===== src/u4m_pkg.sv =====
// shared types and constants of the four-mode serial port
package u4m_pkg;

  // mode field values 0 to 3 in this order
  typedef enum logic [1:0] {U4M_SYNC, U4M_ASYNC8, U4M_FIX9, U4M_VAR9} u4m_mode_t;

  typedef struct packed {
    u4m_mode_t  mode;
    logic       multiproc_enable;
    logic       rx_enable_bit;
    logic       tx_ninth_bit;
    logic       baud_double_bit;
    logic [1:0] tx_baud_sel;
    logic [1:0] rx_baud_sel;
  } u4m_cfg_t;

  typedef struct packed {
    logic [7:0] slave_address_reg;
    logic [7:0] slave_address_mask_reg;
  } u4m_addr_t;

  // synchronous shift clock: 12 system clocks per bit, rising edge at count 6
  localparam logic [3:0] U4M_SHIFT_LAST = 4'hb;
  localparam logic [3:0] U4M_SHIFT_RISE = 4'h6;
  localparam logic [2:0] U4M_SYNC_LAST_BIT = 3'h7;
  // 16 oversample ticks per bit, start bit checked mid-bit
  localparam logic [3:0] U4M_OVS_LAST = 4'hf;
  localparam logic [3:0] U4M_OVS_MID = 4'h7;
  // fixed-rate tick: 64 or 32 clocks per bit over 16 ticks
  localparam logic [1:0] U4M_FIX_SLOW_LAST = 2'h3;
  localparam logic [1:0] U4M_FIX_FAST_LAST = 2'h1;
  // frame positions: 8-bit frame stop at 9, 9-bit frame stop at 10
  localparam logic [3:0] U4M_STOP_IDX_8 = 4'h9;
  localparam logic [3:0] U4M_STOP_IDX_9 = 4'ha;
  localparam logic [3:0] U4M_NINTH_IDX = 4'h9;
  // timer 1 is select code 0
  localparam logic [1:0] U4M_SEL_TIMER1 = 2'h0;
  // reset values
  localparam logic       U4M_LINE_IDLE = 1'b1;
  localparam logic [7:0] U4M_BUF_RST = 8'h00;

endpackage : u4m_pkg


===== src/u4m_top.sv =====
// four-mode serial port with multiprocessor address recognition
// Behaviour
// - synchronous mode: data both ways on rx pin, shift clock on tx pin, always master
// - synchronous write sends 8 bits lsb first; tx done after eighth bit time
// - synchronous receive runs while enabled and rx done clear; flag one cycle later
// - synchronous shift clock is system clock divided by 12
// - synchronous mode drives the rx pin open-drain, only pulling low
// - 8-bit frame: start, eight data lsb first, stop; tx pin out, rx pin in
// - async write starts sending; tx done set at start of stop bit
// - async receiver accepts frames any time while receive is enabled
// - 8-bit mode loads byte, stop bit, rx done only if free and, with multiproc on, stop valid
// - timer 1 to 4 overflow sources chosen separately for tx and rx
// - one baud tick per selected timer rollover, per second rollover for timer 1 when not doubled
// - timer 1 source: bit rate is overflow rate over 32, or 16 when doubled
// - timers 2 to 4: bit rate is overflow rate over 16
// - 9-bit frame: ninth bit from tx ninth bit; received ninth kept, stop ignored
// - 9-bit load only if free and either multiproc off or ninth set and address matches
// - fixed 9-bit mode runs at system clock over 64, or over 32 when doubled
// - variable 9-bit mode: 9-bit framing with timer overflow bit rate
// - address bytes carry ninth bit one, data bytes zero
// - masked address compares only where the mask holds one
// - with multiproc on in 9-bit modes, bytes without ninth bit set and match are dropped silently
// - interrupt requested when enabled and either done flag is set
// - broadcast address is address or mask, zero bits don't care
// - done flags cleared only by software, never on interrupt entry
// - overrun raised when a byte is latched before the previous one was read
`timescale 1ns/1ps

module u4m_tick
  import u4m_pkg::*;
(
  input  wire logic       clk_in,
  input  wire logic       rst_n_in,
  input  wire logic [3:0] timer_ovf_in,
  input  wire logic [1:0] sel_in,
  input  wire logic       dbl_in,
  input  wire logic       fixed_in,
  input  wire logic       fixed_pulse_in,
  output logic            tick_out
);
  logic half_q, half_d, tick_d;

  always_comb begin
    half_d = half_q;
    tick_d = 1'b0;
    if (fixed_in) begin
      tick_d = fixed_pulse_in;
    end else if (timer_ovf_in[sel_in]) begin
      if (sel_in == U4M_SEL_TIMER1 && !dbl_in) begin
        half_d = ~half_q;
        tick_d = half_q;
      end else begin
        tick_d = 1'b1;
      end
    end
  end

  always_ff @(posedge clk_in) begin
    if (!rst_n_in) begin
      half_q   <= 1'b0;
      tick_out <= 1'b0;
    end else begin
      half_q   <= half_d;
      tick_out <= tick_d;
    end
  end
endmodule : u4m_tick

module u4m_top
  import u4m_pkg::*;
(
  input  wire logic       clk_in,
  input  wire logic       rst_n_in,
  input  wire u4m_cfg_t   cfg_in,
  input  wire u4m_addr_t  addr_in,
  input  wire logic [3:0] timer_ovf_in,
  input  wire logic       data_wr_in,
  input  wire logic [7:0] data_wr_data_in,
  input  wire logic       data_rd_in,
  input  wire logic       tx_done_clr_in,
  input  wire logic       rx_done_clr_in,
  input  wire logic       rx_overrun_clr_in,
  input  wire logic       int_enable_in,
  input  wire logic       serial_rx_pin_in,
  output logic            serial_rx_pin_out,
  output logic            serial_rx_pin_oe_out,
  output logic            serial_tx_pin_out,
  output logic [7:0]      serial_data_buffer_out,
  output logic            rx_ninth_bit_out,
  output logic            tx_done_flag_out,
  output logic            rx_done_flag_out,
  output logic            rx_overrun_out,
  output logic            irq_out
);
  typedef enum {M0_IDLE, M0_TX, M0_RX} u4m_sync_st_t;
  typedef enum {RX_IDLE, RX_START, RX_DATA} u4m_rx_st_t;

  logic         sync_mode, nine_mode, tx_tick, rx_tick, fix_pulse;
  logic [1:0]   fix_q, fix_d;
  u4m_sync_st_t m0_q, m0_d;
  logic [3:0]   ph_q, ph_d;
  logic [2:0]   m0_bit_q, m0_bit_d;
  logic [7:0]   m0_sh_q, m0_sh_d;
  logic         m0_fin_q, m0_fin_d, m0_tx_set;
  logic         tx_busy_q, tx_busy_d, tx_set;
  logic [3:0]   tx_cnt_q, tx_cnt_d, tx_idx_q, tx_idx_d, stop_idx;
  logic [10:0]  tx_sh_q, tx_sh_d;
  u4m_rx_st_t   rx_q, rx_d;
  logic [3:0]   rx_cnt_q, rx_cnt_d, rx_idx_q, rx_idx_d;
  logic [8:0]   rx_sh_q, rx_sh_d;
  logic         rx_accept, addr_match;
  logic [7:0]   bcast;
  logic         tx_pin_d, oe_d, txf_d, rxf_d, ovr_d, unread_q, unread_d, b8_d;
  logic [7:0]   buf_d;

  assign sync_mode = (cfg_in.mode == U4M_SYNC);
  assign nine_mode = (cfg_in.mode == U4M_FIX9) || (cfg_in.mode == U4M_VAR9);
  assign stop_idx  = nine_mode ? U4M_STOP_IDX_9 : U4M_STOP_IDX_8;
  // fixed rate: tick every 4 or 2 clocks, 16 ticks per bit
  assign fix_pulse = (fix_q == (cfg_in.baud_double_bit ? U4M_FIX_FAST_LAST
                                                        : U4M_FIX_SLOW_LAST));
  assign fix_d     = fix_pulse ? 2'h0 : fix_q + 2'h1;

  // independent tx and rx sources, tick per rollover, per second rollover on timer 1 when not doubled
  u4m_tick u_tx_tick (
    .clk_in         (clk_in),
    .rst_n_in       (rst_n_in),
    .timer_ovf_in   (timer_ovf_in),
    .sel_in         (cfg_in.tx_baud_sel),
    .dbl_in         (cfg_in.baud_double_bit),
    .fixed_in       (cfg_in.mode == U4M_FIX9),
    .fixed_pulse_in (fix_pulse),
    .tick_out       (tx_tick)
  );
  // variable 9-bit shares timer ticks with 8-bit mode
  u4m_tick u_rx_tick (
    .clk_in         (clk_in),
    .rst_n_in       (rst_n_in),
    .timer_ovf_in   (timer_ovf_in),
    .sel_in         (cfg_in.rx_baud_sel),
    .dbl_in         (cfg_in.baud_double_bit),
    .fixed_in       (cfg_in.mode == U4M_FIX9),
    .fixed_pulse_in (fix_pulse),
    .tick_out       (rx_tick)
  );

  // synchronous shifter; half duplex, a write wins over a pending receive
  always_comb begin
    m0_d      = m0_q;
    ph_d      = ph_q;
    m0_bit_d  = m0_bit_q;
    m0_sh_d   = m0_sh_q;
    m0_fin_d  = 1'b0;
    m0_tx_set = 1'b0;
    unique case (m0_q)
      M0_IDLE: begin
        ph_d     = 4'h0;
        m0_bit_d = 3'h0;
        if (sync_mode && data_wr_in) begin
          m0_d    = M0_TX;
          m0_sh_d = data_wr_data_in;
        end else if (sync_mode && cfg_in.rx_enable_bit && !rx_done_flag_out && !m0_fin_q) begin
          // receive while enabled and flag clear
          m0_d = M0_RX;
        end
      end
      M0_TX: begin
        ph_d = (ph_q == U4M_SHIFT_LAST) ? 4'h0 : ph_q + 4'h1;
        if (ph_q == U4M_SHIFT_LAST) begin
          m0_sh_d  = {1'b1, m0_sh_q[7:1]};
          m0_bit_d = m0_bit_q + 3'h1;
          if (m0_bit_q == U4M_SYNC_LAST_BIT) begin
            // done at end of eighth bit time
            m0_tx_set = 1'b1;
            m0_d      = M0_IDLE;
          end
        end
      end
      M0_RX: begin
        ph_d = (ph_q == U4M_SHIFT_LAST) ? 4'h0 : ph_q + 4'h1;
        if (ph_q == U4M_SHIFT_RISE) begin
          m0_sh_d = {serial_rx_pin_in, m0_sh_q[7:1]};
          if (m0_bit_q == U4M_SYNC_LAST_BIT) begin
            m0_fin_d = 1'b1;
            m0_d     = M0_IDLE;
          end
        end
        if (ph_q == U4M_SHIFT_LAST) begin
          m0_bit_d = m0_bit_q + 3'h1;
        end
      end
    endcase
  end

  // async transmitter
  always_comb begin
    tx_busy_d = tx_busy_q;
    tx_cnt_d  = tx_cnt_q;
    tx_idx_d  = tx_idx_q;
    tx_sh_d   = tx_sh_q;
    tx_set    = 1'b0;
    if (!tx_busy_q) begin
      if (!sync_mode && data_wr_in) begin
        // start, data lsb first, ninth or stop, stop
        tx_busy_d = 1'b1;
        tx_cnt_d  = 4'h0;
        tx_idx_d  = 4'h0;
        tx_sh_d   = {1'b1, nine_mode ? cfg_in.tx_ninth_bit : 1'b1, data_wr_data_in, 1'b0};
      end
    end else if (tx_tick) begin
      tx_cnt_d = tx_cnt_q + 4'h1;
      if (tx_cnt_q == U4M_OVS_LAST) begin
        tx_sh_d  = {1'b1, tx_sh_q[10:1]};
        tx_idx_d = tx_idx_q + 4'h1;
        // done flag at start of stop bit
        tx_set   = (tx_idx_q + 4'h1 == stop_idx);
        if (tx_idx_q == stop_idx) begin
          tx_busy_d = 1'b0;
        end
      end
    end
  end

  assign bcast      = addr_in.slave_address_reg | addr_in.slave_address_mask_reg;
  assign addr_match = (((rx_sh_q[7:0] ^ addr_in.slave_address_reg)
                        & addr_in.slave_address_mask_reg) == 8'h00)
                   || (((rx_sh_q[7:0] ^ bcast) & bcast) == 8'h00);

  // async receiver
  always_comb begin
    rx_d      = rx_q;
    rx_cnt_d  = rx_cnt_q;
    rx_idx_d  = rx_idx_q;
    rx_sh_d   = rx_sh_q;
    rx_accept = 1'b0;
    unique case (rx_q)
      RX_IDLE: begin
        if (!sync_mode && cfg_in.rx_enable_bit && !serial_rx_pin_in) begin
          rx_d     = RX_START;
          rx_cnt_d = 4'h0;
        end
      end
      RX_START: begin
        if (rx_tick) begin
          rx_cnt_d = rx_cnt_q + 4'h1;
          if (rx_cnt_q == U4M_OVS_MID) begin
            // a glitch shorter than half a bit is not a start bit
            rx_d     = serial_rx_pin_in ? RX_IDLE : RX_DATA;
            rx_cnt_d = 4'h0;
            rx_idx_d = 4'h1;
          end
        end
      end
      RX_DATA: begin
        if (rx_tick) begin
          rx_cnt_d = rx_cnt_q + 4'h1;
          if (rx_cnt_q == U4M_OVS_LAST) begin
            rx_cnt_d = 4'h0;
            rx_idx_d = rx_idx_q + 4'h1;
            if (rx_idx_q <= U4M_NINTH_IDX) begin
              rx_sh_d[rx_idx_q - 4'h1] = serial_rx_pin_in;
            end
            if (rx_idx_q == stop_idx) begin
              rx_d = RX_IDLE;
              if (nine_mode) begin
                // stop ignored; ninth set marks address, must match
                rx_accept = !rx_done_flag_out &&
                            (!cfg_in.multiproc_enable || (rx_sh_q[8] && addr_match));
              end else begin
                // stop bit must be high under multiproc
                rx_accept = !rx_done_flag_out &&
                            (!cfg_in.multiproc_enable || serial_rx_pin_in);
              end
            end
          end
        end
      end
      default: rx_d = RX_IDLE;
    endcase
  end

  // flags, buffer and pins
  always_comb begin
    buf_d    = serial_data_buffer_out;
    b8_d     = rx_ninth_bit_out;
    unread_d = unread_q && !data_rd_in;
    ovr_d    = rx_overrun_out && !rx_overrun_clr_in;
    if (rx_accept) begin
      buf_d = rx_sh_d[7:0];
      // stop bit in 8-bit mode, ninth bit otherwise
      b8_d  = nine_mode ? rx_sh_q[8] : serial_rx_pin_in;
    end else if (m0_fin_q) begin
      buf_d = m0_sh_q;
    end
    if (rx_accept || m0_fin_q) begin
      unread_d = 1'b1;
      // overrun when previous byte unread; set beats clear
      ovr_d    = rx_overrun_out || unread_q;
    end
    // cleared only by software, set wins over clear
    txf_d = (tx_done_flag_out && !tx_done_clr_in) || tx_set || m0_tx_set;
    rxf_d = (rx_done_flag_out && !rx_done_clr_in) || rx_accept || m0_fin_q;
    if (sync_mode) begin
      // shift clock on tx pin, low first half of each bit
      tx_pin_d = (m0_d == M0_IDLE) || (ph_d >= U4M_SHIFT_RISE);
      // open drain: only ever pull low
      oe_d     = (m0_d == M0_TX) && !m0_sh_d[0];
    end else begin
      tx_pin_d = tx_busy_d ? tx_sh_d[0] : U4M_LINE_IDLE;
      oe_d     = 1'b0;
    end
  end

  always_ff @(posedge clk_in) begin
    if (!rst_n_in) begin
      fix_q                  <= 2'h0;
      m0_q                   <= M0_IDLE;
      ph_q                   <= 4'h0;
      m0_bit_q               <= 3'h0;
      m0_sh_q                <= U4M_BUF_RST;
      m0_fin_q               <= 1'b0;
      tx_busy_q              <= 1'b0;
      tx_cnt_q               <= 4'h0;
      tx_idx_q               <= 4'h0;
      tx_sh_q                <= 11'h7ff;
      rx_q                   <= RX_IDLE;
      rx_cnt_q               <= 4'h0;
      rx_idx_q               <= 4'h0;
      rx_sh_q                <= 9'h000;
      unread_q               <= 1'b0;
      serial_data_buffer_out <= U4M_BUF_RST;
      rx_ninth_bit_out       <= 1'b0;
      tx_done_flag_out       <= 1'b0;
      rx_done_flag_out       <= 1'b0;
      rx_overrun_out         <= 1'b0;
      serial_tx_pin_out      <= U4M_LINE_IDLE;
      serial_rx_pin_out      <= 1'b0;
      serial_rx_pin_oe_out   <= 1'b0;
      irq_out                <= 1'b0;
    end else begin
      fix_q                  <= fix_d;
      m0_q                   <= m0_d;
      ph_q                   <= ph_d;
      m0_bit_q               <= m0_bit_d;
      m0_sh_q                <= m0_sh_d;
      m0_fin_q               <= m0_fin_d;
      tx_busy_q              <= tx_busy_d;
      tx_cnt_q               <= tx_cnt_d;
      tx_idx_q               <= tx_idx_d;
      tx_sh_q                <= tx_sh_d;
      rx_q                   <= rx_d;
      rx_cnt_q               <= rx_cnt_d;
      rx_idx_q               <= rx_idx_d;
      rx_sh_q                <= rx_sh_d;
      unread_q               <= unread_d;
      serial_data_buffer_out <= buf_d;
      rx_ninth_bit_out       <= b8_d;
      tx_done_flag_out       <= txf_d;
      rx_done_flag_out       <= rxf_d;
      rx_overrun_out         <= ovr_d;
      serial_tx_pin_out      <= tx_pin_d;
      serial_rx_pin_out      <= 1'b0;
      serial_rx_pin_oe_out   <= oe_d;
      irq_out                <= int_enable_in && (txf_d || rxf_d);
    end
  end
endmodule : u4m_top


===== config.mk =====
export PLATFORM = sky130hd
export DESIGN_NAME = u4m_top
export DESIGN_NICKNAME = d
export VERILOG_FILES = /design/src/u4m_pkg.sv /design/src/u4m_top.sv
export SDC_FILE = /design/constraint.sdc
export NUM_CORES = 1
export LEC_CHECK = 0
export BUFFER_PORTS_ARGS = -buffer_cell sky130_fd_sc_hd__buf_2
export CAP_MARGIN = 20
export CORE_MARGIN = 5
export CORE_UTILIZATION = 44
export CTS_CLUSTER_SIZE = 28
export DETAILED_ROUTE_END_ITERATION = 8
export HOLD_SLACK_MARGIN = 0.15
export SLEW_MARGIN = 20
export SYNTH_ARGS = -nofsm -noshare
export SYNTH_HDL_FRONTEND = slang
export SYNTH_SLANG_ARGS = --single-unit
export TNS_END_PERCENT = 100

===== constraint.sdc =====
create_clock -name clk_in -period 5.6 [get_ports clk_in]
set_clock_uncertainty 0.05 [all_clocks]
set_input_delay 1.12 -clock clk_in [delete_from_list [all_inputs] [get_ports clk_in]]
set_output_delay 1.12 -clock clk_in [all_outputs]
set_load 0.02 [all_outputs]

After elaboration in Yosys (flattened, before gate mapping):

Cells that the tools add are included.

* bits in registers: 139
* word-level logic and storage cells: 235
* bits of input ports: 47
* output and inout bits: 16

* $add $sub $neg: 8
* reduce and logical (&&, ||, !) cells: 67
* equality and inequality tests: 29
* $lt $le $gt $ge: 6
* bitwise operators: 9
* mux-type cells: 86

Operators by type and width (number)
* 32-bit 2-to-1 mux: 11
* 32-bit case mux with 3 select lines: 2
* 32-bit by 2-bit equality test with 1-bit output, second input constant: 3
* 32-bit logical NOT: 3
* 8-bit 2-to-1 mux: 9
* 32-bit by 1-bit equality test with 1-bit output, second input constant: 2
* 4-bit 2-to-1 mux: 16
* 11-bit 2-to-1 mux: 4
* 1-bit 2-to-1 mux: 31
* 8-bit case mux with 3 select lines: 1
* 4-bit by 1-bit adder with 4-bit output, second input constant: 5
* 1-bit logical AND: 19
* 8-bit AND: 2
* 8-bit logical NOT: 2
* 4-bit case mux with 2 select lines: 2
* 8-bit XOR: 2
* 3-bit AND reduction: 5
* 2-bit != test, second input constant: 7
* 4-bit equality test: 3
* 4-bit equality test, second input constant: 3
* 1-bit logical OR: 12
* 4-bit case mux with 3 select lines: 1
* 1-bit logical NOT: 11
* 2-bit by 1-bit != test with 1-bit output, second input constant: 5
* other kinds (28): 44

Depth between registers and ports, before layout:

Gate-level depths: netlist of run 1.

* depth in word-level cells: 17
* gate-level depth with buffers: 9

Modules after synthesis:

A second synthesis of run 1 with hierarchy kept.

* cells, all modules: 571
* area, all modules: 5106.1 um2

Modules (own cells, without submodules)
* u4m_top: area an instance 4858.4 um2, times used 1, seq. area each 2102.0 um2, cells an instance 547
* u4m_tick: area an instance 123.9 um2, times used 2, seq. area each 40.0 um2, cells an instance 12

Least setup slack after synthesis of run 1:

Ideal clock, no wire load.

* path type: input-to-reg
* start: in addr_in[10] (netlist bit)
* end: reg serial_data_buffer_out[2]
* data required time: 5427 ps
* setup slack: 2917 ps
* data arrival time: 2509 ps
* stages on the path: 6
* cell sequence: nor2_1 o22ai_1 or4_4 a41o_4 buf_6 mux2_1

* word-level cells in the longest chain between the ends: 14

RTL lines
* from (decl): line u4m_top.sv:75 `input wire u4m_addr_t addr_in,`
* 8-bit OR: line u4m_top.sv:224 `assign bcast = addr_in.slave_address_reg | addr_in.slave_address_mask_reg;`
* 8-bit XOR: line u4m_top.sv:227 `|| (((rx_sh_q[7:0] ^ bcast) & bcast) == 8'h00);`
* 8-bit AND: line u4m_top.sv:227
* 8-bit logical NOT: line u4m_top.sv:227
* 1-bit logical OR *: line u4m_top.sv:227
* 1-bit logical AND *: line u4m_top.sv:268 `(!cfg_in.multiproc_enable || (rx_sh_q[8] && addr_match));`
* 1-bit logical OR *: line u4m_top.sv:268
* 1-bit logical AND *: line u4m_top.sv:267 `rx_accept = !rx_done_flag_out &&`
* 1-bit 2-to-1 mux *: line u4m_top.sv:265 `if (nine_mode) begin`
* 1-bit 2-to-1 mux *: line u4m_top.sv:263 `if (rx_idx_q == stop_idx) begin`
* 1-bit 2-to-1 mux *: line u4m_top.sv:257 `if (rx_cnt_q == U4M_OVS_LAST) begin`
* 1-bit 2-to-1 mux *: line u4m_top.sv:255 `if (rx_tick) begin`
* 1-bit 2-to-1 mux *: line u4m_top.sv:236 `unique case (rx_q)`
* 8-bit 2-to-1 mux or 2-bit nonzero test (tied branches)
* to (signal assigned): line u4m_top.sv:356 `serial_data_buffer_out <= buf_d;`
* to (decl): line u4m_top.sv:88 `output logic [7:0] serial_data_buffer_out,`

Mark *: on every way between the ends. The rest lies on a longest branch, timed or not.
A chain may end at the register's enable or synchronous reset.

Worst setup path after layout of run 1:

* start: in cfg_in[9] (netlist bit)
* end: reg tx_idx_q[2]

* word-level cells in the longest chain between the ends: 5

RTL lines
* from (decl): line u4m_top.sv:74 `input wire u4m_cfg_t cfg_in,`
* 2-bit logical NOT: line u4m_top.sv:116 `assign sync_mode = (cfg_in.mode == U4M_SYNC);`
* 1-bit logical NOT: line u4m_top.sv:203 `if (!sync_mode && data_wr_in) begin`
* 1-bit logical AND: line u4m_top.sv:203
* 2-bit nonzero test (no source line)
* 3-bit AND reduction (no source line)
* to (signal assigned): line u4m_top.sv:349 `tx_idx_q <= tx_idx_d;`
* to (decl): line u4m_top.sv:106 `logic [3:0] tx_cnt_q, tx_cnt_d, tx_idx_q, tx_idx_d, stop_idx;`

No other way between the ends.

==> summary.md, run 1 <==
| Metric | Value |
|---|---|
| Status | finished, final reports clean |
| Worst endpoint required time | 5.84 ns |
| Max clock buf depth | 2 |
| Total Die Area | between 0.01 and 0.015 mm2 |
| Internal reg-to-reg setup slack | approximately 3.2 ns |
| Startpoint type of the worst setup path | input pin |
| Worst Slack Setup Final | 2.98 ns |
| Power per cell area | between 200 and 300 mW/mm2 |
| Reg-to-reg endpoint | m0_q[27]$_SDFF_PN0_ |
| Share of async-settable or async-resettable flops after synthesis | 0% |
| Final non-filler cell total | just under 800 |
| Maximum vdd ir drop | about 0.00017 V |
| CTS tree | built |
| DRC errors left | 0 |
| Class of the tightest hold or removal check | flip-flop to flip-flop |
| DR vias/cell | between 5 and 6 |
| Part of the cycle the worst path needs | about 47% |
| Hold violation count in the final report | 0 |
| Number of buffers inserted during clock tree synthesis | 9 |
| Arrival @ worst endpoint | between 2 and 3 ns |
| Hold Buf Count CTS | 0 |
| Net count after synthesis | approximately 640 |
| # clock sinks | 109 |
| Worst hold-check slack | ~0.41 ns |
| Leakage power total | 2.47 nW |
| Total global-route track usage | between 10% and 20% |
| Ports | 63 |
| Detailed Place HPWL | between 8000 and 9000 um |
| Synthesis-stage register bit count | about 110 |
| DIE HEIGHT | 119 um |
| Area added between synthesis and finish | 13.7% |
| Post-synthesis cell type count | between 60 and 70 |
| Drt first pass iters | 4 |
| Register-to-Register Path Depth | 5 |
| Relative max-transition margin | ~43% |
| Clk slew on worst S/H paths | 0.08 ns |
| Placed Instances | approximately 750 |
| Worst-path fanout max | 14 |
| Post-CTS Setup Inserts | 0 |
| Finished Core Util | about half |
| Synthesized cell area | roughly 0.0052 mm2 |
| Number of rows in the core area | 39 |
| Global-route wire length before repair | slightly below 20000 um |
| Maximum number of pins on one net before global-route repair | 36 |
| Total grt overflow | 0 |
| Hold Path Sink | tx_sh_q[10]$_SDFFE_PN1P_ |
| Inserted Diodes | 0 |
| Transition at the pin with the smallest max-transition slack | approximately 0.85 ns |
| Start of the worst register-to-register path | m0_q[18]$_SDFF_PN0_ |
| Vias in the first global route | 3996 |
| Post-Route Setup TNS | 0 ns |
| Crit end category | flip-flop |
| Primary flip-flop cell chosen by synthesis mapping | sky130_fd_sc_hd__dfxtp_1 |
| Total vias in the final route | 4201 |
| Number of failing setup endpoints in the final timing report | 0 |
| Max-cap violations | 0 |
| Final critical delay including setup and external delays | roughly 2.6 ns |
| CTS Root Buffer Type | sky130_fd_sc_hd__clkbuf_16 |
| Mean instance size in the synthesized netlist | 9.10 um2 |
| Antenna-violating nets left | 0 |
| Unrepaired setup endpoints after global routing | false |
| Share of the yosys chip area belonging to registers | a little over two fifths |
| GPL Wtd Cong | 0.821 |
| Number of synthesized flops with an enable pin | 0 |
| Warnings from Yosys | 0 |
| Minimum setup slack after placement | between 2 and 3 ns |
| Initial antenna violation count | 0 |
| Max Fclk | around 0.38 GHz |
| Initial core utilization | between 40% and 50% |
| H-Tree Level Count | 3 |
| Area inside the core boundary | 0.0115 mm2 |
| DIE WIDTH | 119 um |
| Total wire length after detailed routing | roughly 12000 um |
| Wire length per cell after detailed routing | around 15 um |
| Fraction of final layout cells with drive strength greater than 1 | between 15 and 20% |
| NumNets Final | 687 |
| Crit Path Category | input pin to flip-flop |
| Count of mapped cells out of synthesis | 570 |
| Source-to-sink clock delay at the later pin of the worst-skew pair | about 0.36 ns |
| Number of port buffers | 61 |
| Depth of the worst hold-timing path | 1 |
| Worst min-delay path startpoint | tx_sh_q[10]$_SDFFE_PN1P_ |
| Count of instances resized after the clock tree is built | 0 |
| Initial detailed-routing violation count | around 270 |
| Final count of pins violating max slew | 0 |
cell usage in the layout (no fill, tap or decap), types with 4 or more instances in the layout:
master                      netlist  layout
sky130_fd_sc_hd__nand2b_1         9       9
sky130_fd_sc_hd__and2_1          40      40
sky130_fd_sc_hd__clkbuf_16        0       9
sky130_fd_sc_hd__nor3_1           8       8
sky130_fd_sc_hd__o21a_1           6       6
sky130_fd_sc_hd__nand2_1         48      48
sky130_fd_sc_hd__o22ai_1          6       6
sky130_fd_sc_hd__nor2_1          53      53
sky130_fd_sc_hd__nor4_1           9       9
sky130_fd_sc_hd__ha_1            18      18
sky130_fd_sc_hd__a22oi_1         12      12
sky130_fd_sc_hd__and3_1           6       6
sky130_fd_sc_hd__dfxtp_1        109     109
sky130_fd_sc_hd__mux2_1           5       5
sky130_fd_sc_hd__inv_1           20      20
sky130_fd_sc_hd__nand3_1         31      31
sky130_fd_sc_hd__a21oi_1         30      30
sky130_fd_sc_hd__buf_2            8      61
sky130_fd_sc_hd__o21ai_0         12      12
sky130_fd_sc_hd__nor2b_1          7       7
sky130_fd_sc_hd__nand3b_1         6       6
sky130_fd_sc_hd__xor2_1          13      13
sky130_fd_sc_hd__a221o_1          6       6
sky130_fd_sc_hd__mux2_2           4       4
sky130_fd_sc_hd__mux2i_1         25      25
sky130_fd_sc_hd__nand4_1          4       4
worst max-delay path, cell delays in order:
cell	delay, ns
sky130_fd_sc_hd__buf_2	0.18
sky130_fd_sc_hd__o21ai_0	0.27
sky130_fd_sc_hd__nor2_1	0.22
sky130_fd_sc_hd__nor2_1	0.71
sky130_fd_sc_hd__o21ai_0	0.20
sky130_fd_sc_hd__a21oi_1	0.16
per-layer routing:
| metal | vias up | GRT usage, % | part of all wire (%) |
|---|---|---|---|
| met5 | - | 0 | 0 |
| met4 | 0 | 7.09 | 2.2 |
| met3 | 17 | 3.44 | 5.2 |
| met2 | 89 | 27.1 | 47 |
| met1 | 1964 | 22.2 | 46 |
| li1 | 2131 | - | - |
worst max path at each step:
stage | from | slack, ns | to | cells after the start
after global routing | cfg_in[9] | 2.70 | tx_idx_q[2]$_SDFFE_PN0P_ | 6
final | cfg_in[9] | 2.98 | tx_idx_q[2]$_SDFFE_PN0P_ | 6
after detailed placement | cfg_in[9] | 2.60 | tx_sh_q[9]$_SDFFE_PN1P_ | 6
after floorplan | addr_in[10] | 2.92 | serial_data_buffer_out[2]$_SDFFE_PN0P_ | 6
after CTS | cfg_in[9] | 3.01 | tx_sh_q[9]$_SDFFE_PN1P_ | 6
after global placement | cfg_in[9] | 2.65 | tx_sh_q[9]$_SDFFE_PN1P_ | 6
through the flow:
| stage | total power, mW | area (um2) |
|---|---|---|
| final | 1.68 | 5900 |
| after global routing | 1.76 | 5900 |
| after CTS | 1.70 | 5900 |
| after detailed placement | 1.05 | 5580 |
| after global placement | 1.04 | 5580 |
| after floorplan | 0.978 | 5180 |
cell usage after synthesis (4+ instances only):
cell	number	area, um2
sky130_fd_sc_hd__buf_1	4	15.0
sky130_fd_sc_hd__o22ai_1	6	37.5
sky130_fd_sc_hd__ha_1	18	225
sky130_fd_sc_hd__nand2_1	48	180
sky130_fd_sc_hd__nor2b_1	7	43.8
sky130_fd_sc_hd__mux2i_1	25	250
sky130_fd_sc_hd__a221o_1	6	60.1
sky130_fd_sc_hd__inv_1	20	75.1
sky130_fd_sc_hd__nand2b_1	9	56.3
sky130_fd_sc_hd__xor2_1	13	114
sky130_fd_sc_hd__o21ai_0	12	60.1
sky130_fd_sc_hd__a21oi_1	30	150
sky130_fd_sc_hd__nor3_1	8	40.0
sky130_fd_sc_hd__o21a_1	6	45.0
sky130_fd_sc_hd__mux2_1	5	56.3
sky130_fd_sc_hd__nand3b_1	6	45.0
sky130_fd_sc_hd__nor4_1	9	56.3
sky130_fd_sc_hd__and3_1	6	37.5
sky130_fd_sc_hd__clkbuf_1	8	30.0
sky130_fd_sc_hd__and2_1	40	250
sky130_fd_sc_hd__buf_2	8	40.0
sky130_fd_sc_hd__mux2_2	4	45.0
sky130_fd_sc_hd__dfxtp_1	109	2180
sky130_fd_sc_hd__nor2_1	53	199
sky130_fd_sc_hd__nand4_1	4	25.0
sky130_fd_sc_hd__nand3_1	31	155
sky130_fd_sc_hd__a22oi_1	12	90.1
sequential cells by signal, indices dropped and copies added (netlist names), 2 cells and up:
| signal | count |
|---|---|
| fix_q | 2 |
| rx_cnt_q | 4 |
| tx_idx_q | 4 |
| tx_cnt_q | 4 |
| m0_sh_q | 8 |
| m0_q | 32 |
| rx_sh_q | 9 |
| rx_q | 2 |
| serial_data_buffer_out | 8 |
| rx_idx_q | 4 |
| m0_bit_q | 3 |
| ph_q | 4 |
| tx_sh_q | 11 |
logic make-up (layout without fill, tap and decap cells):
kind of cell	Yosys count	after routing	share of synthesized area [%]
other cells	1	1	0.0723
simple gates	246	246	25.4
fa+ha+maj	18	18	4.34
xor+xnor	16	16	2.70
flops	109	109	42.1
compound gates	103	103	14.7
mux	35	35	7.22
buf+inv	42	99	3.45
power breakdown:
part / total (mW) / switching, mW / internal (mW)
Sequential: 0.817 / 0.0224 / 0.795
Clock: 0.648 / 0.325 / 0.323
Combinational: 0.213 / 0.132 / 0.0813
final cells by class:
| type | instances | area (um2) |
|---|---|---|
| Clock inverter | 7 | 90.1 |
| Clock buffer | 9 | 225 |
| Timing Repair Buffer | 63 | 320 |
| Tap cell | 143 | 179 |
| Multi-Input combinational cell | 419 | 2820 |
| Fill cell | 1045 | 5570 |
| Sequential cell | 109 | 2180 |
| Inverter | 20 | 75.1 |
No activity file was read; power rests on OpenSTA's default activity.
==> run 2: changes to the inputs <==
==> constraint.sdc (replaced) <==
create_clock -name clk_in -period 2.7 [get_ports clk_in]
set_clock_uncertainty 0.05 [all_clocks]
set_input_delay 0.54 -clock clk_in [delete_from_list [all_inputs] [get_ports clk_in]]
set_output_delay 0.54 -clock clk_in [all_outputs]
set_load 0.02 [all_outputs]
==> summary.md, run 2 (synthesis gave the netlist of run 1 again) <==
| Metric | Value |
|---|---|
| Switching fraction of total power | approximately 28% |
| Post-CTS Setup Inserts | 0 |
| Leakage power total | about 2.5 nW |
| Vias in the first global route | a little over 4000 |
| CP max stage delay | 0.51 ns |
| Power per cell area | 574 mW/mm2 |
| Start of the worst register-to-register path | rx_idx_q[0]$_SDFFE_PN0P_ |
| Hold Buf Count CTS | 0 |
| Count of instances resized after the clock tree is built | 0 |
| NumNets Final | just under 700 |
| CTS tree | built |
| Max Fclk | 0.422 GHz |
| Area added between synthesis and finish | 14.3% |
| Total vias in the final route | between 4000 and 5000 |
| Unrepaired setup endpoints after global routing | false |
| Wire length per cell after detailed routing | 15.2 um |
| Number of failing setup endpoints in the final timing report | 0 |
| Maximum vdd ir drop | approximately 0.00055 V |
| Number of buffers inserted during clock tree synthesis | 9 |
| Worst-path fanout max | 10 |
| Transition at the pin with the smallest max-transition slack | about 0.74 ns |
| Part of the total power dissipated in sequential elements | between 40% and 50% |
| Number of rows in the core area | 39 |
| Register-to-Register Path Depth | 7 |
| Inserted Diodes | 0 |
| Part of the cycle the worst path needs | 87.9% |
| Top library cells by usage in the layout, fill and taps aside | 109 x sky130_fd_sc_hd__dfxtp_1, 61 x sky130_fd_sc_hd__buf_2, 53 x sky130_fd_sc_hd__nor2_1 |
| Startpoint type of the worst setup path | flip-flop |
| Net switching power of the design | around 0.94 mW |
| Source-to-sink clock delay at the later pin of the worst-skew pair | roughly 0.35 ns |
| Maximum number of pins on one net before global-route repair | 37 |
| # clock sinks | between 100 and 150 |
| Area taken by multi-input logic gates | ~0.0028 mm2 |
| Detailed Place HPWL | about 9000 um |
| Fraction of final layout cells with drive strength greater than 1 | between 10% and 20% |
| DR vias/cell | around 5.4 |
| Max clock buf depth | 2 |
| DIE HEIGHT | between 100 and 150 um |
| Status | finished, final reports clean |
| Initial core utilization | 45.2% |
| Final count of pins violating max slew | 0 |
| Hold violation count in the final report | 0 |
| Ports | 63 |
| H-Tree Level Count | 3 |
| Hold Path Sink | m0_sh_q[3]$_SDFFE_PN0P_ |
| Cells along the critical path | inv_1 -> ha_1 -> or3b_2 -> o41ai_2 -> nand3_1 -> mux2i_1 -> mux2_1 |
| Worst endpoint required time | slightly below 3 ns |
| Worst hold-check slack | between 0.3 and 0.4 ns |
| Area inside the core boundary | 0.0115 mm2 |
| Class of the tightest hold or removal check | input pin to flip-flop |
| Largest registers | m0_q x32, tx_sh_q x11, rx_sh_q x9 |
| Total global-route track usage | approximately 17% |
| Combinational share of power | about an eighth |
| Initial detailed-routing violation count | 250 |
| Combined flip-flop and latch cell area | 0.00218 mm2 |
| Post-Route Setup TNS | 0 ns |
| Internal reg-to-reg setup slack | ~0.33 ns |
| Relative max-transition margin | around half |
| Internal cell power | ~2.5 mW |
| Total grt overflow | 0 |
| GPL Wtd Cong | about 0.8 |
| Drt first pass iters | 4 |
| Global-route wire length before repair | 19700 um |
| Number of port buffers | 61 |
| Total Die Area | ~0.014 mm2 |
| Depth of the worst hold-timing path | 2 |
| Fill cell instance count of the final layout | 1061 |
| Crit end category | flip-flop |
| Total wire length after detailed routing | roughly 12000 um |
| Register ranked first by flip-flop count | m0_q |
| Most common cell after layout, fill and taps aside | sky130_fd_sc_hd__dfxtp_1 |
| Reg-to-reg endpoint | serial_data_buffer_out[4]$_SDFFE_PN0P_ |
| Arrival @ worst endpoint | approximately 2.6 ns |
| DRC errors left | 0 |
| Initial antenna violation count | 1 |
| Antenna-violating nets left | 0 |
| Clk slew on worst S/H paths | around 0.07 ns |
| Crit Path Category | flip-flop to flip-flop |
| Worst min-delay path startpoint | data_wr_data_in[3] |
| Share of total power in the clock network | between 30% and 40% |
| Final critical delay including setup and external delays | 2.37 ns |
| Crit path max-delay cell type | sky130_fd_sc_hd__dfxtp_1 |
| DIE WIDTH | 119 um |
| CTS Root Buffer Type | sky130_fd_sc_hd__clkbuf_16 |
| Max-cap violations | 0 |
| Flip-flop count of the largest register after layout | 32 |
-- run 2: cell types whose count changed in the layout (fill, tap and decap cells not counted) --
cell	delta
sky130_fd_sc_hd__buf_4	+8
sky130_fd_sc_hd__clkinv_4	+4
sky130_fd_sc_hd__clkinv_8	-3
sky130_fd_sc_hd__inv_6	+1
sky130_fd_sc_hd__inv_8	-2
sky130_fd_sc_hd__clkinv_2	+1
sky130_fd_sc_hd__clkinvlp_4	-1
-- run 2: how the worst max path moves through the flow --
| stage | from | end | cells after the start |
|---|---|---|---|
| 2_1_floorplan | rx_idx_q[0]$_SDFFE_PN0P_ | serial_data_buffer_out[4]$_SDFFE_PN0P_ | 7 |
| 3_3_place_gp | rx_idx_q[0]$_SDFFE_PN0P_ | serial_data_buffer_out[4]$_SDFFE_PN0P_ | 7 |
| 3_5_place_dp | rx_idx_q[0]$_SDFFE_PN0P_ | serial_data_buffer_out[4]$_SDFFE_PN0P_ | 7 |
| 4_1_cts | rx_idx_q[0]$_SDFFE_PN0P_ | serial_data_buffer_out[4]$_SDFFE_PN0P_ | 7 |
| 5_1_grt | rx_idx_q[1]$_SDFFE_PN0P_ | serial_data_buffer_out[4]$_SDFFE_PN0P_ | 7 |
| 6_report | rx_idx_q[0]$_SDFFE_PN0P_ | serial_data_buffer_out[4]$_SDFFE_PN0P_ | 7 |
-- run 2: through the flow --
stage / cells / instance area (um2) / setup WS [ns] / util (%) / power (mW)
3_3_place_gp: 762 / 5640 / 0.355 / 49.2 / 2.16
3_5_place_dp: 762 / 5640 / 0.320 / 49.2 / 2.18
5_1_grt: 778 / 5930 / 0.129 / 51.7 / 3.57
6_report: 778 / 5930 / 0.328 / 51.7 / 3.40
4_1_cts: 778 / 5930 / 0.308 / 51.7 / 3.45
2_1_floorplan: 570 / 5180 / 0.587 / - / 2.03
-- run 2: layout make-up --
type / count / share of cell area [%]
clock buffer: 9 / 3.80
tap: 143 / 3.02
clock inverter: 7 / 1.01
sequential: 109 / 36.8
multi-input combinational: 419 / 47.7
timing repair buffer: 71 / 6.42
inverter: 20 / 1.27
-- run 2: layer usage --
metal,vias up,routed length [um],global-route usage [%]
li1,2144,-,-
met1,1924,5480,21.3
met2,91,5520,28.3
met3,21,578,5.01
met4,2,197,4.61
met5,-,13,0
-- run 2: power groups by stage --
stage                     clock, mW  sequential, mW  combinational, mW
after global routing           1.36            1.70              0.509
after detailed placement          0            1.73              0.446
after floorplan                   0            1.72              0.310
after global placement            0            1.73              0.436
final                          1.26            1.69              0.451
after CTS                      1.30            1.69              0.450
-- run 2: critical path, delay by kind of cell (launching register included) --
| family | cells | cell delay [ns] |
|---|---|---|
| AND/OR/NAND/NOR | 2 | 0.65 |
| flip-flops | 1 | 0.51 |
| multiplexers | 2 | 0.47 |
| adder cells (fa/ha/maj) | 1 | 0.32 |
| buffers and inverters | 1 | 0.17 |
| AO/OA/AOI/OAI | 1 | 0.10 |
